`src/logic/tbx_pkg.sv`:
```
// Constants, types and helper functions shared by the bus exerciser blocks.
// Assumes a single 125 MHz clock domain and a plain register port.
package tbx_pkg;

    // Register offsets (byte addresses on the register port).
    localparam logic [7:0] OFF_CTRL   = 8'h00;
    localparam logic [7:0] OFF_START  = 8'h04;
    localparam logic [7:0] OFF_END    = 8'h08;
    localparam logic [7:0] OFF_DATA   = 8'h0C;
    localparam logic [7:0] OFF_STATUS = 8'h10;
    localparam logic [7:0] OFF_RDATA  = 8'h14;
    localparam logic [7:0] OFF_CRCREF = 8'h18;
    localparam logic [7:0] OFF_RCHAR  = 8'h1C;
    localparam logic [7:0] OFF_CYCLES = 8'h20;
    localparam logic [7:0] OFF_CRCVAL = 8'h24;

    // Control register fields.
    localparam int CTRL_CODE_LSB = 0;
    localparam int CTRL_WORD_BIT = 8;
    localparam int CTRL_MSS_LSB  = 9;
    localparam int CTRL_GO_BIT   = 31;

    // Values after reset.
    localparam logic [7:0]  RCHAR_RST  = 8'h1A;
    localparam logic [15:0] CRCREF_RST = 16'h0000;

    // Special function command codes.
    localparam logic [5:0] FC_TOGGLE = 6'h04;
    localparam logic [5:0] FC_PEEK   = 6'h05;
    localparam logic [5:0] FC_POKE   = 6'h06;
    localparam logic [5:0] FC_ALT    = 6'h07;
    localparam logic [5:0] FC_ROT    = 6'h08;
    localparam logic [5:0] FC_WRRD   = 6'h09;
    localparam logic [5:0] FC_INC    = 6'h0B;
    localparam logic [5:0] FC_RANGE  = 6'h0C;
    localparam logic [5:0] FC_CRC    = 6'h0D;
    localparam logic [5:0] FC_IO_OFS = 6'h14;

    // Firmware checksum polynomial and seed.
    localparam logic [15:0] CRC_POLY = 16'h1021;
    localparam logic [15:0] CRC_INIT = 16'hFFFF;

    typedef enum logic [2:0] {
        TBX_PM_POKE,
        TBX_PM_TOGGLE,
        TBX_PM_ALT,
        TBX_PM_ROT,
        TBX_PM_INC
    } tbx_pmode_t;

    function automatic logic [15:0] width_mask(input logic word);
        return word ? 16'hFFFF : 16'h00FF;
    endfunction

    function automatic logic [15:0] crc_byte(input logic [15:0] c_in, input logic [7:0] b);
        logic [15:0] c;
        c = c_in ^ {b, 8'h00};
        for (int k = 0; k < 8; k++) begin
            c = c[15] ? ((c << 1) ^ CRC_POLY) : (c << 1);
        end
        return c;
    endfunction

endpackage

```
`src/logic/tbx_sub_if.sv`:
```
// Carrier between the exerciser core and its pattern and checksum engines.
// Assumes all three parties share the one system clock.
`timescale 1ns/1ps
interface tbx_sub_if;
    tbx_pkg::tbx_pmode_t pmode;
    logic                word;
    logic [15:0]         seed;
    logic                load;
    logic                step;
    logic [15:0]         value;
    logic                crc_start;
    logic                crc_busy;
    logic                crc_done;
    logic [15:0]         crc_val;

    modport ctl (output pmode, word, seed, load, step, crc_start,
                 input  value, crc_busy, crc_done, crc_val);
    modport pat (input  pmode, word, seed, load, step, output value);
    modport crc (input  crc_start, output crc_busy, crc_done, crc_val);
endinterface

```
`src/logic/tbx_pattern.sv`:
```
// Write data pattern generator for the looping exerciser functions.
// Assumes load and step are single-cycle strobes from the core.
`timescale 1ns/1ps
module tbx_pattern (
    input wire logic mclk,
    input wire logic rst_b,
    tbx_sub_if.pat   sif
);
    typedef struct packed {
        logic [15:0] user;
        logic [15:0] out;
        logic        phase;
    } tbx_pat_st_t;

    tbx_pat_st_t s_r;
    tbx_pat_st_t s_nxt;
    logic [15:0] m;

    always_comb begin
        s_nxt = s_r;
        m = tbx_pkg::width_mask(sif.word);
        if (sif.load) begin
            s_nxt.user  = sif.seed & m;
            s_nxt.phase = 1'b0;
            s_nxt.out   = (sif.pmode == tbx_pkg::TBX_PM_TOGGLE) ? 16'h0000 : (sif.seed & m);
        end else if (sif.step) begin
            s_nxt.phase = ~s_r.phase;
            unique case (sif.pmode)
                tbx_pkg::TBX_PM_TOGGLE: s_nxt.out = s_nxt.phase ? s_r.user : 16'h0000;
                tbx_pkg::TBX_PM_ALT:    s_nxt.out = s_nxt.phase ? (~s_r.user & m) : s_r.user;
                tbx_pkg::TBX_PM_ROT:    s_nxt.out = sif.word ? {s_r.out[14:0], s_r.out[15]}
                                                             : {8'h00, s_r.out[6:0], s_r.out[7]};
                tbx_pkg::TBX_PM_INC:    s_nxt.out = (s_r.out + 16'h0001) & m;
                tbx_pkg::TBX_PM_POKE:   s_nxt.out = s_r.user;
            endcase
        end
    end

    always_ff @(posedge mclk) begin
        if (!rst_b) begin
            s_r <= '0;
        end else begin
            s_r <= s_nxt;
        end
    end

    assign sif.value = s_r.out;
endmodule

```
`src/logic/tbx_crc.sv`:
```
// Single-pass checksum engine over the internal firmware image.
// Assumes crc_start is a one-cycle strobe given only while idle.
`timescale 1ns/1ps
module tbx_crc #(
    parameter int PROM_BYTES = 256
) (
    input wire logic mclk,
    input wire logic rst_b,
    tbx_sub_if.crc   sif
);
    localparam int IW = $clog2(PROM_BYTES);
    localparam logic [IW-1:0] LAST = IW'(PROM_BYTES - 1);

    typedef struct packed {
        logic          busy;
        logic          done;
        logic [IW-1:0] idx;
        logic [15:0]   crc;
    } tbx_crc_st_t;

    tbx_crc_st_t s_r;
    tbx_crc_st_t s_nxt;
    logic [7:0]  prom [PROM_BYTES];

    // Stand-in firmware image; a real build replaces this table.
    always_comb begin
        for (int i = 0; i < PROM_BYTES; i++) begin
            prom[i] = 8'((i * 37 + 5) % 256);
        end
    end

    always_comb begin
        s_nxt = s_r;
        s_nxt.done = 1'b0;
        if (!s_r.busy && sif.crc_start) begin
            s_nxt.busy = 1'b1;
            s_nxt.idx  = '0;
            s_nxt.crc  = tbx_pkg::CRC_INIT;
        end else if (s_r.busy) begin
            s_nxt.crc = tbx_pkg::crc_byte(s_r.crc, prom[s_r.idx]);
            if (s_r.idx == LAST) begin
                s_nxt.busy = 1'b0;
                s_nxt.done = 1'b1;
            end else begin
                s_nxt.idx = s_r.idx + 1'b1;
            end
        end
    end

    always_ff @(posedge mclk) begin
        if (!rst_b) begin
            s_r <= '0;
        end else begin
            s_r <= s_nxt;
        end
    end

    assign sif.crc_busy = s_r.busy;
    assign sif.crc_done = s_r.done;
    assign sif.crc_val  = s_r.crc;
endmodule

```
`src/logic/tbx_top.sv`:
```
// Target bus exerciser: looping read/write cycles and firmware checksum test.
// Assumes emu_paused, rx_char/rx_valid and the target bus all run on mclk.
//
// Decided for this implementation: the plain strobed port and the register offsets.
`timescale 1ns/1ps
module tbx_top #(
    parameter int AW         = 20,
    parameter int PROM_BYTES = 256
) (
    input  wire logic          mclk,
    input  wire logic          rst_b,
    input  wire logic [7:0]    reg_addr,
    input  wire logic [31:0]   reg_wdata,
    input  wire logic          reg_wr,
    input  wire logic          reg_rd,
    output logic      [31:0]   reg_rdata,
    input  wire logic          emu_paused,
    input  wire logic [7:0]    rx_char,
    input  wire logic          rx_valid,
    output logic               tgt_req,
    output logic               tgt_we,
    output logic               tgt_io,
    output logic      [2:0]    tgt_mss,
    output logic      [AW-1:0] tgt_addr,
    output logic               tgt_word,
    output logic      [15:0]   tgt_wdata,
    input  wire logic          tgt_ack,
    input  wire logic [15:0]   tgt_rdata,
    output logic               exer_busy,
    output logic               crc_error
);
    typedef enum logic [1:0] {
        TBX_IDLE,
        TBX_BUS,
        TBX_CHK
    } tbx_state_t;

    typedef struct packed {
        tbx_state_t  st;
        logic [5:0]  code;
        logic        word;
        logic [2:0]  mss;
        logic [AW-1:0] astart;
        logic [AW-1:0] aend;
        logic [15:0] data;
        logic [15:0] crc_ref;
        logic [7:0]  rchar;
        logic [5:0]  base;
        logic        io;
        logic [AW-1:0] addr;
        logic        we;
        logic        req;
        logic        stop;
        logic [15:0] rdata_last;
        logic [31:0] cycles;
        logic        crc_done;
        logic        crc_err;
        logic        rejected;
        logic [31:0] rd_data;
        logic        busy;
    } tbx_top_st_t;

    tbx_top_st_t s_r;
    tbx_top_st_t s_nxt;

    tbx_sub_if sif ();

    tbx_pattern u_pattern (
        .mclk  (mclk),
        .rst_b (rst_b),
        .sif   (sif)
    );

    tbx_crc #(
        .PROM_BYTES (PROM_BYTES)
    ) u_crc (
        .mclk  (mclk),
        .rst_b (rst_b),
        .sif   (sif)
    );

    // Strips the I/O offset so memory and I/O codes share one decode.
    function automatic logic [5:0] base_of(input logic [5:0] code);
        return (code >= tbx_pkg::FC_IO_OFS) ? 6'(code - tbx_pkg::FC_IO_OFS) : code;
    endfunction

    function automatic logic code_ok(input logic [5:0] code);
        logic [5:0] b;
        b = base_of(code);
        if (code == tbx_pkg::FC_CRC) begin
            return 1'b1;
        end
        return (b == tbx_pkg::FC_TOGGLE) || (b == tbx_pkg::FC_PEEK) || (b == tbx_pkg::FC_POKE)
            || (b == tbx_pkg::FC_ALT) || (b == tbx_pkg::FC_ROT) || (b == tbx_pkg::FC_WRRD)
            || (b == tbx_pkg::FC_INC) || (b == tbx_pkg::FC_RANGE);
    endfunction

    logic go;
    logic char_hit;
    logic acked;

    always_comb begin
        s_nxt = s_r;
        sif.load      = 1'b0;
        sif.step      = 1'b0;
        sif.crc_start = 1'b0;
        sif.seed      = s_r.data;
        go       = reg_wr && (reg_addr == tbx_pkg::OFF_CTRL) && reg_wdata[tbx_pkg::CTRL_GO_BIT];
        char_hit = rx_valid && (rx_char == s_r.rchar);
        acked    = (s_r.st == TBX_BUS) && s_r.req && tgt_ack;

        // Setup registers are frozen while a function runs.
        if (reg_wr && (s_r.st == TBX_IDLE)) begin
            unique case (reg_addr)
                tbx_pkg::OFF_CTRL: begin
                    s_nxt.code = reg_wdata[tbx_pkg::CTRL_CODE_LSB +: 6];
                    s_nxt.word = reg_wdata[tbx_pkg::CTRL_WORD_BIT];
                    s_nxt.mss  = reg_wdata[tbx_pkg::CTRL_MSS_LSB +: 3];
                end
                tbx_pkg::OFF_START:  s_nxt.astart  = reg_wdata[AW-1:0];
                tbx_pkg::OFF_END:    s_nxt.aend    = reg_wdata[AW-1:0];
                tbx_pkg::OFF_DATA:   s_nxt.data    = reg_wdata[15:0];
                tbx_pkg::OFF_CRCREF: s_nxt.crc_ref = reg_wdata[15:0];
                tbx_pkg::OFF_RCHAR:  s_nxt.rchar   = reg_wdata[7:0];
                default: ;
            endcase
        end
        sif.word = s_nxt.word;

        // Command acceptance.
        if (go) begin
            if ((s_r.st == TBX_IDLE) && emu_paused && code_ok(s_nxt.code)) begin
                s_nxt.rejected = 1'b0;
                s_nxt.crc_done = 1'b0;
                s_nxt.crc_err  = 1'b0;
                s_nxt.stop     = 1'b0;
                s_nxt.cycles   = '0;
                if (s_nxt.code == tbx_pkg::FC_CRC) begin
                    s_nxt.st      = TBX_CHK;
                    sif.crc_start = 1'b1;
                end else begin
                    s_nxt.st   = TBX_BUS;
                    s_nxt.base = base_of(s_nxt.code);
                    s_nxt.io   = s_nxt.code >= tbx_pkg::FC_IO_OFS;
                    s_nxt.addr = s_nxt.astart;
                    s_nxt.we   = (s_nxt.base != tbx_pkg::FC_PEEK)
                              && (s_nxt.base != tbx_pkg::FC_RANGE);
                    s_nxt.req  = 1'b1;
                    sif.seed   = s_nxt.data;
                    sif.load   = 1'b1;
                end
            end else begin
                s_nxt.rejected = 1'b1;
            end
        end

        // Looping bus cycles.
        if (s_r.st == TBX_BUS) begin
            if (acked) begin
                s_nxt.cycles = s_r.cycles + 32'h0000_0001;
                if (!s_r.we) begin
                    s_nxt.rdata_last = tgt_rdata & tbx_pkg::width_mask(s_r.word);
                end
                sif.step = s_r.we;
                if (s_r.stop || char_hit) begin
                    s_nxt.st   = TBX_IDLE;
                    s_nxt.req  = 1'b0;
                    s_nxt.stop = 1'b0;
                end else if (s_r.base == tbx_pkg::FC_RANGE) begin
                    s_nxt.addr = (s_r.addr == s_r.aend) ? s_r.astart : s_r.addr + 1'b1;
                end else if (s_r.base == tbx_pkg::FC_WRRD) begin
                    s_nxt.we = ~s_r.we;
                end
            end else if (char_hit) begin
                s_nxt.stop = 1'b1;
            end
        end

        // Checksum self-test, a single pass.
        if ((s_r.st == TBX_CHK) && sif.crc_done) begin
            s_nxt.st       = TBX_IDLE;
            s_nxt.crc_done = 1'b1;
            s_nxt.crc_err  = sif.crc_val != s_r.crc_ref;
        end

        // Busy is kept as its own flip-flop so the output needs no decode.
        s_nxt.busy = s_nxt.st != TBX_IDLE;

        // Pattern selection follows the base function code.
        unique case (s_nxt.base)
            tbx_pkg::FC_TOGGLE: sif.pmode = tbx_pkg::TBX_PM_TOGGLE;
            tbx_pkg::FC_ALT:    sif.pmode = tbx_pkg::TBX_PM_ALT;
            tbx_pkg::FC_ROT:    sif.pmode = tbx_pkg::TBX_PM_ROT;
            tbx_pkg::FC_INC:    sif.pmode = tbx_pkg::TBX_PM_INC;
            default:            sif.pmode = tbx_pkg::TBX_PM_POKE;
        endcase

        // Read data stands only in the cycle after the strobe.
        s_nxt.rd_data = '0;
        if (reg_rd) begin
            unique case (reg_addr)
                tbx_pkg::OFF_CTRL:   s_nxt.rd_data = {20'h0_0000, s_r.mss, s_r.word, 2'b00, s_r.code};
                tbx_pkg::OFF_START:  s_nxt.rd_data = 32'(s_r.astart);
                tbx_pkg::OFF_END:    s_nxt.rd_data = 32'(s_r.aend);
                tbx_pkg::OFF_DATA:   s_nxt.rd_data = {16'h0000, s_r.data};
                tbx_pkg::OFF_STATUS: s_nxt.rd_data = {27'h000_0000, s_r.stop, s_r.rejected,
                                                      s_r.crc_err, s_r.crc_done, s_r.st != TBX_IDLE};
                tbx_pkg::OFF_RDATA:  s_nxt.rd_data = {16'h0000, s_r.rdata_last};
                tbx_pkg::OFF_CRCREF: s_nxt.rd_data = {16'h0000, s_r.crc_ref};
                tbx_pkg::OFF_RCHAR:  s_nxt.rd_data = {24'h00_0000, s_r.rchar};
                tbx_pkg::OFF_CYCLES: s_nxt.rd_data = s_r.cycles;
                tbx_pkg::OFF_CRCVAL: s_nxt.rd_data = {16'h0000, sif.crc_val};
                default:             s_nxt.rd_data = '0;
            endcase
        end
    end

    always_ff @(posedge mclk) begin
        if (!rst_b) begin
            s_r         <= '0;
            s_r.st      <= TBX_IDLE;
            s_r.rchar   <= tbx_pkg::RCHAR_RST;
            s_r.crc_ref <= tbx_pkg::CRCREF_RST;
        end else begin
            s_r <= s_nxt;
        end
    end

    assign reg_rdata = s_r.rd_data;
    assign tgt_req   = s_r.req;
    assign tgt_we    = s_r.we;
    assign tgt_io    = s_r.io;
    assign tgt_mss   = s_r.mss;
    assign tgt_addr  = s_r.addr;
    assign tgt_word  = s_r.word;
    assign tgt_wdata = sif.value;
    assign exer_busy = s_r.busy;
    assign crc_error = s_r.crc_err;
endmodule

```
`config.mk`:
```
export PLATFORM = sky130hd
export DESIGN_NAME = tbx_top
export DESIGN_NICKNAME = d
export VERILOG_FILES = /design/src/logic/tbx_pkg.sv /design/src/logic/tbx_sub_if.sv /design/src/logic/tbx_pattern.sv /design/src/logic/tbx_crc.sv /design/src/logic/tbx_top.sv
export SDC_FILE = /design/constraint.sdc
export NUM_CORES = 1
export LEC_CHECK = 0
export ABC_AREA = 1
export CAP_MARGIN = 20
export CORE_MARGIN = 4
export CORE_UTILIZATION = 33
export DETAILED_ROUTE_END_ITERATION = 6
export DONT_BUFFER_PORTS = 1
export GPL_TIMING_DRIVEN = 0
export SETUP_SLACK_MARGIN = 0.4
export SLEW_MARGIN = 10
export SYNTH_ARGS = -nofsm -noshare
export SYNTH_HDL_FRONTEND = slang
export SYNTH_SLANG_ARGS = --single-unit
```
`constraint.sdc`:
```
create_clock -name mclk -period 4 [get_ports mclk]
set_input_delay 0.6 -clock mclk [delete_from_list [all_inputs] [get_ports mclk]]
set_output_delay 0.6 -clock mclk [all_outputs]
set_load 0.01 [all_outputs]
```
==> flow_summary.json, run 1 <==
{
  "cts_num_sinks": 265,
  "dp_slack_ps": -528.3,
  "final_area_um2": 17300,
  "drv_slew": 0,
  "antenna_found_initial": 1,
  "post_drt_wl_per_cell_um": 20.92,
  "power_mw": 5.458,
  "syn_inst": 2172,
  "critPathCaptureType": "flip-flop",
  "grt_pass1_wl_um": 88730,
  "numPortBuffers": 0,
  "grt_util_all_layers_pct": 22.81,
  "die_x_um": 221.3,
  "numCtsBuffers": 30,
  "clk_pin_slew_ps": 60,
  "most-common-layout-cells": "nand2_1 (289), dfxtp_1 (263), inv_1 (255)",
  "r2r_setup_slack_ps": 360,
  "fmax_ghz": 0.2745,
  "drive_above_1_share_pct": 12.21,
  "dpl_cell_area_um2": 15780,
  "hpwl_um": 45990,
  "vias": 15720,
  "drt_iter0_drc": 1813,
  "combPwrFrac_pct": 2.5,
  "fin_ws_ps": 356.5,
  "drc": 2,
  "cts_tree": "yes",
  "ir_drop_uv": 372.9,
  "nFillCells": 4730,
  "cellPowerDensity_nw_per_um2": 315.5,
  "rows": 77,
  "holdCritPathClass": "input port to flip-flop",
  "syn_to_final_growth_pct": 15.24,
  "holdWs_ps": 161.6,
  "critPathLaunchType": "flip-flop",
  "overflow": 0,
  "htreeDepth": 1,
  "p_sw_share_pct": 23.18,
  "synth_ff_type": "dfxtp_1",
  "syn_area_um2": 15010,
  "ys_seq_area_share_pct": 35.34,
  "multi_input_area_um2": 8026,
  "gp_congestion": 0.9886,
  "rsz0062_at_grt": "yes",
  "start_util_pct": 33.65,
  "status": "complete, but fails checks",
  "io_pins": 148,
  "crit_type": "flip-flop to flip-flop",
  "cellLeakagePower_nw": 6.917,
  "dieHeight_um": 221.3,
  "clock_latency_ps": 580,
  "maxSlewHeadroom_pct": 18.29,
  "intPower_mw": 4.193,
  "regArea_um2": 5308,
  "hold_viol_final": 0,
  "seqPwrFrac_pct": 48.4,
  "syn-mean-instance-area_um2": 6.912,
  "final_cells": 2848,
  "core_area_um2": 44610,
  "grt_max_degree": 15,
  "p_sw_mw": 1.265,
  "yosysWarnings": 0,
  "min_period_over_period_pct": 91.09,
  "synth-edff-count": 0,
  "ys_types": 59,
  "drv_cap": 0,
  "synthArstFlopShare_pct": 0,
  "grt_pass1_vias": 14710,
  "ys_ff_latch": 265,
  "numPlacedInstances": 2766,
  "cts-root-buf": "clkbuf_16",
  "crit_arrival_ps": 4150,
  "violations": "design-rule violations",
  "skew_ps": 12.97,
  "cp.required_ps": 4510,
  "dr.pass1.iters": 7,
  "vias_per_cell": 5.519,
  "fin_nets": 2328,
  "pwr-share-clk_pct": 49.1,
  "cts_hold_buf": 0,
  "worst_slew_pin_slew_ps": 1217,
  "wirelength_um": 59590,
  "setup_viol": 0,
  "crit_path_max_fanout": 5,
  "syn-num-nets": 2266,
  "clock_path_buffers": 3,
  "fin_crit_ps": 3643,
  "dieArea_um2": 48970,
  "mostFrequentLayoutCell": "nand2_1",
  "final_antenna_net_count": 0
}
cell usage after synthesis, types with 19 or more instances:
cell,number,area share [%]
nand2_1,304,7.6
dfxtp_1,265,35
inv_1,259,6.5
nor2_1,258,6.5
a21oi_1,210,7.0
o21ai_0,172,5.7
nand3_1,123,4.1
clkbuf_1,76,1.9
buf_4,75,3.8
nor3_1,60,2.0
xor2_1,43,2.5
a221oi_1,39,2.3
o22ai_1,30,1.3
ha_1,23,1.9
o211ai_1,21,1.1
a31oi_1,19,0.79
layout make-up:
type | instances | share of cell area (%)
multi-input cells | 1470 | 46.39
flip-flops and latches | 265 | 30.68
inverters | 273 | 5.981
plain buffers | 164 | 5.793
clock buffers | 43 | 5.149
well taps | 592 | 4.281
repair buffers | 30 | 1.432
clock inverters | 8 | 0.2459
diodes | 3 | 0.04339
per-layer routing:
layer  vias up  part of all wire, %  track usage (%)
met2       724                   45            36.88
met1      7533                   42            30.84
li1       7353                    -                -
met3       107                  9.7            5.023
met4         0                  2.9            6.281
met5         -                    0                0
sequential cells by signal (all words and copies together) (netlist names), 3 cells and up:
signal,flops
tgt_mss,3
reg_rdata,32
u_pattern.sif.value,16
u_crc.sif.crc_val,16
tgt_addr,20
u_crc.s_r,8
u_pattern.s_r,17
s_r,145
worst paths after layout:
check	cells past startpoint	endpoint	startpoint
worst min register to register	2	s_r[52]	s_r[52]
worst max-delay path	26	u_pattern.sif.value[4]	s_r[205]
worst min-delay path	2	s_r[164]	reg_wdata[10]
worst max register to register	26	u_pattern.sif.value[4]	s_r[205]
critical path, stage by stage (launching register included):
cell and delay, ps:
dfxtp_2 320, inv_2 70, nand2_4 70, nor2_4 140, nand2_4 70, buf_8 140, o21ai_4 260, ha_4 190
buf_4 110, nor3_1 40, a21oi_1 280, nand2_4 100, nor2_4 140, nand2_2 80, nand2_4 110, nand4_4 110
buf_6 190, o21ai_2 140, nand2_2 120, buf_6 150, nor2_4 160, buf_6 150, nand2_2 40, and2_0 140
nand3_1 70, nand2_1 50, a21oi_1 140
kinds of logic after synthesis:
| family | count (synthesis) | share of synthesized area [%] |
|---|---|---|
| flip-flops | 265 | 35.34 |
| multiplexers | 6 | 0.4001 |
| buffers and inverters | 437 | 13.14 |
| AO/OA/AOI/OAI | 567 | 22.18 |
| AND/OR/NAND/NOR | 818 | 23.76 |
| XOR/XNOR | 56 | 3.267 |
| adder cells (fa/ha/maj) | 23 | 1.917 |
power by group through the flow:
stage                     Sequential (mW)  Clock, mW  Combinational [mW]
after floorplan                      2.70          0              0.0732
after global placement               2.70          0               0.128
after detailed placement             2.70          0               0.129
after CTS                            2.64       2.70               0.131
after global routing                 2.64       2.80               0.144
final                                2.64       2.68               0.137
stage by stage:
step,util (%),setup TNS [ps]
6_report,38.78,0
5_1_grt,38.77,0
4_1_cts,38.01,0
3_5_place_dp,35.38,-11500
3_3_place_gp,35.34,-8714
2_1_floorplan,-,0
timing repair:
item	in CTS	in global routing
setup buffers	15	9
gates cloned	2	2
gates resized for setup	33	67
pin swaps	8	27
setup endpoints to repair	69	100
Note: power is estimated with default switching activity, not from simulation.
==> inputs of run 2 (changes only) <==
--- a/config.mk
+++ b/config.mk
@@ -12,6 +12,7 @@
 export DETAILED_ROUTE_END_ITERATION = 6
 export DONT_BUFFER_PORTS = 1
 export GPL_TIMING_DRIVEN = 0
+export PLACE_DENSITY = 0.47
 export SETUP_SLACK_MARGIN = 0.4
 export SLEW_MARGIN = 10
 export SYNTH_ARGS = -nofsm -noshare
==> run 2 against run 1 <==
Global-route usage grew 1.0 points. Routed wire length grew 3.6%. Cell area grew 3.6%. Clock-buffer cell count grew 7. Sequential power is essentially flat. Cell count grew 0.77%. Via count shrank 2.0%. The run now ends clean.
==> flow_summary.json, run 2 (synthesized netlist as in run 1, its figures left out) <==
{
  "drv_cap": 0,
  "status": "finished clean",
  "crit_arrival_ps": 4080,
  "dr.pass1.iters": 5,
  "skew_ps": 21.41,
  "final_cells": 2870,
  "maxSlewHeadroom_pct": 29.75,
  "critPathSlowestCell": "nor3_2",
  "ir_drop_uv": 293.5,
  "cellPowerDensity_nw_per_um2": 336.1,
  "grt_max_degree": 13,
  "drive_above_1_share_pct": 14.36,
  "cts_num_sinks": 265,
  "crit_chain": "nor2_2, nand2_2, nor2_4, buf_1, inv_1, nor3_2, nand4_4, buf_6, o21ai_2, nand2_2, buf_8, nand2_8, nand2_8, buf_4, nand3_1, nand2_4, o21bai_4, a21oi_2",
  "clk_pin_slew_ps": 60,
  "clock_path_buffers": 3,
  "largest_reg_flops": 145,
  "antenna_found_initial": 1,
  "grt_util_all_layers_pct": 23.84,
  "holdCritPathClass": "input port to flip-flop",
  "hpwl_um": 47460,
  "core_area_um2": 44610,
  "numPlacedInstances": 2765,
  "post_drt_wl_per_cell_um": 21.51,
  "rsz0062_at_grt": "yes",
  "dieArea_um2": 48970,
  "dieHeight_um": 221.3,
  "numCtsBuffers": 34,
  "io_pins": 148,
  "final_antenna_net_count": 0,
  "drv_slew": 0,
  "cellLeakagePower_nw": 7.197,
  "hold_viol_final": 0,
  "grt_pass1_vias": 14510,
  "drt_iter0_drc": 1383,
  "wirelength_um": 61730,
  "regMostFlops": "s_r",
  "cts_tree": "yes",
  "syn_to_final_growth_pct": 19.41,
  "cts-root-buf": "clkbuf_16",
  "gp_congestion": 0.9709,
  "nFillCells": 4741,
  "die_x_um": 221.3,
  "drc": 0,
  "setup_viol": 0,
  "crit_type": "input port to flip-flop",
  "fin_crit_ps": 3655,
  "multi_input_area_um2": 8195,
  "min_period_over_period_pct": 91.38,
  "dpl_cell_area_um2": 15780,
  "final_area_um2": 17930,
  "clock_latency_ps": 540,
  "numPortBuffers": 0,
  "fmax_ghz": 0.2736,
  "critPathCaptureType": "flip-flop",
  "crit_path_max_fanout": 10,
  "layout.core_utilization_pct": 40.19,
  "fin_nets": 2348,
  "cp.required_ps": 4430,
  "regArea_um2": 5308,
  "overflow": 0,
  "cts_hold_buf": 0,
  "holdWs_ps": 200.6,
  "critPathMaxStageDelay_ps": 570,
  "mostFrequentLayoutCell": "nand2_1",
  "most-common-layout-cells": "nand2_1 (276), dfxtp_1 (263), inv_1 (256)",
  "vias": 15410,
  "rows": 77,
  "grt_pass1_wl_um": 90980,
  "critPathLaunchType": "input port",
  "vias_per_cell": 5.369,
  "htreeDepth": 2,
  "worst_slew_pin_slew_ps": 1054,
  "start_util_pct": 33.65
}
==> run 2: cell count changes in the layout (fill, tap and decap cells not counted), sizes merged <==
cell and delta:
buf +18, clkbuf +6, bufinv +4, clkinv -3, clkinvlp +2, diode -2
inv -2, clkdlybuf4s18 -1
==> run 2: layout make-up <==
| cell class | instances | share of cell area [%] |
|---|---|---|
| Clock buffer | 50 | 5.884 |
| Multi-Input combinational cell | 1470 | 45.72 |
| Tap cell | 592 | 4.132 |
| Antenna cell | 1 | 0.01396 |
| Clock inverter | 9 | 0.6980 |
| Buffer | 164 | 5.668 |
| Inverter | 273 | 5.856 |
| Sequential cell | 265 | 29.61 |
| Timing Repair Buffer | 46 | 2.422 |
==> run 2: critical path, delay by kind of cell <==
| family | cells | cell delay (ps) |
|---|---|---|
| buf+inv | 5 | 1340 |
| simple gates | 10 | 1760 |
| compound gates | 3 | 360 |
==> run 2: path summary, 6_finish.rpt <==
path	from	endpoint	slack (ps)	depth (start not counted)
max reg2reg	s_r[205]	u_pattern.sif.value[15]	410	29
max	reg_addr[1]	u_pattern.sif.value[15]	340	18
min reg2reg	s_r[66]	s_r[66]	460	2
min	reg_wdata[16]	s_r[170]	200	2
==> run 2: metrics by stage <==
| step | setup TNS [ps] | setup WS (ps) | total power, mW |
|---|---|---|---|
| floorplan | 0 | 400.9 | 2.773 |
| global placement | -13890 | -590.5 | 2.832 |
| detailed placement | -17260 | -600.1 | 2.833 |
| CTS | 0 | 406.4 | 6.079 |
| global route | 0 | 220.3 | 6.187 |
| finish | 0 | 345.0 | 6.025 |
==> run 2: layer usage <==
layer,GRT usage (%),part of all wire (%)
met5,0,0.019
met4,7.127,3.1
met3,5.182,7.1
met2,38.93,46
met1,31.73,44
==> run 2: power by group <==
part	leakage, nW	internal, mW	switching [mW]
clock network	0.578	2.02	1.23
registers	2.13	2.64	0.00180
logic	4.48	0.0266	0.111
==> run 2: what timing repair did <==
item                       CTS  global route
setup buffers               23            17
setup endpoints to repair   73            96
resized for setup           40           113
pin swaps                   14            46
gates cloned                 2             2
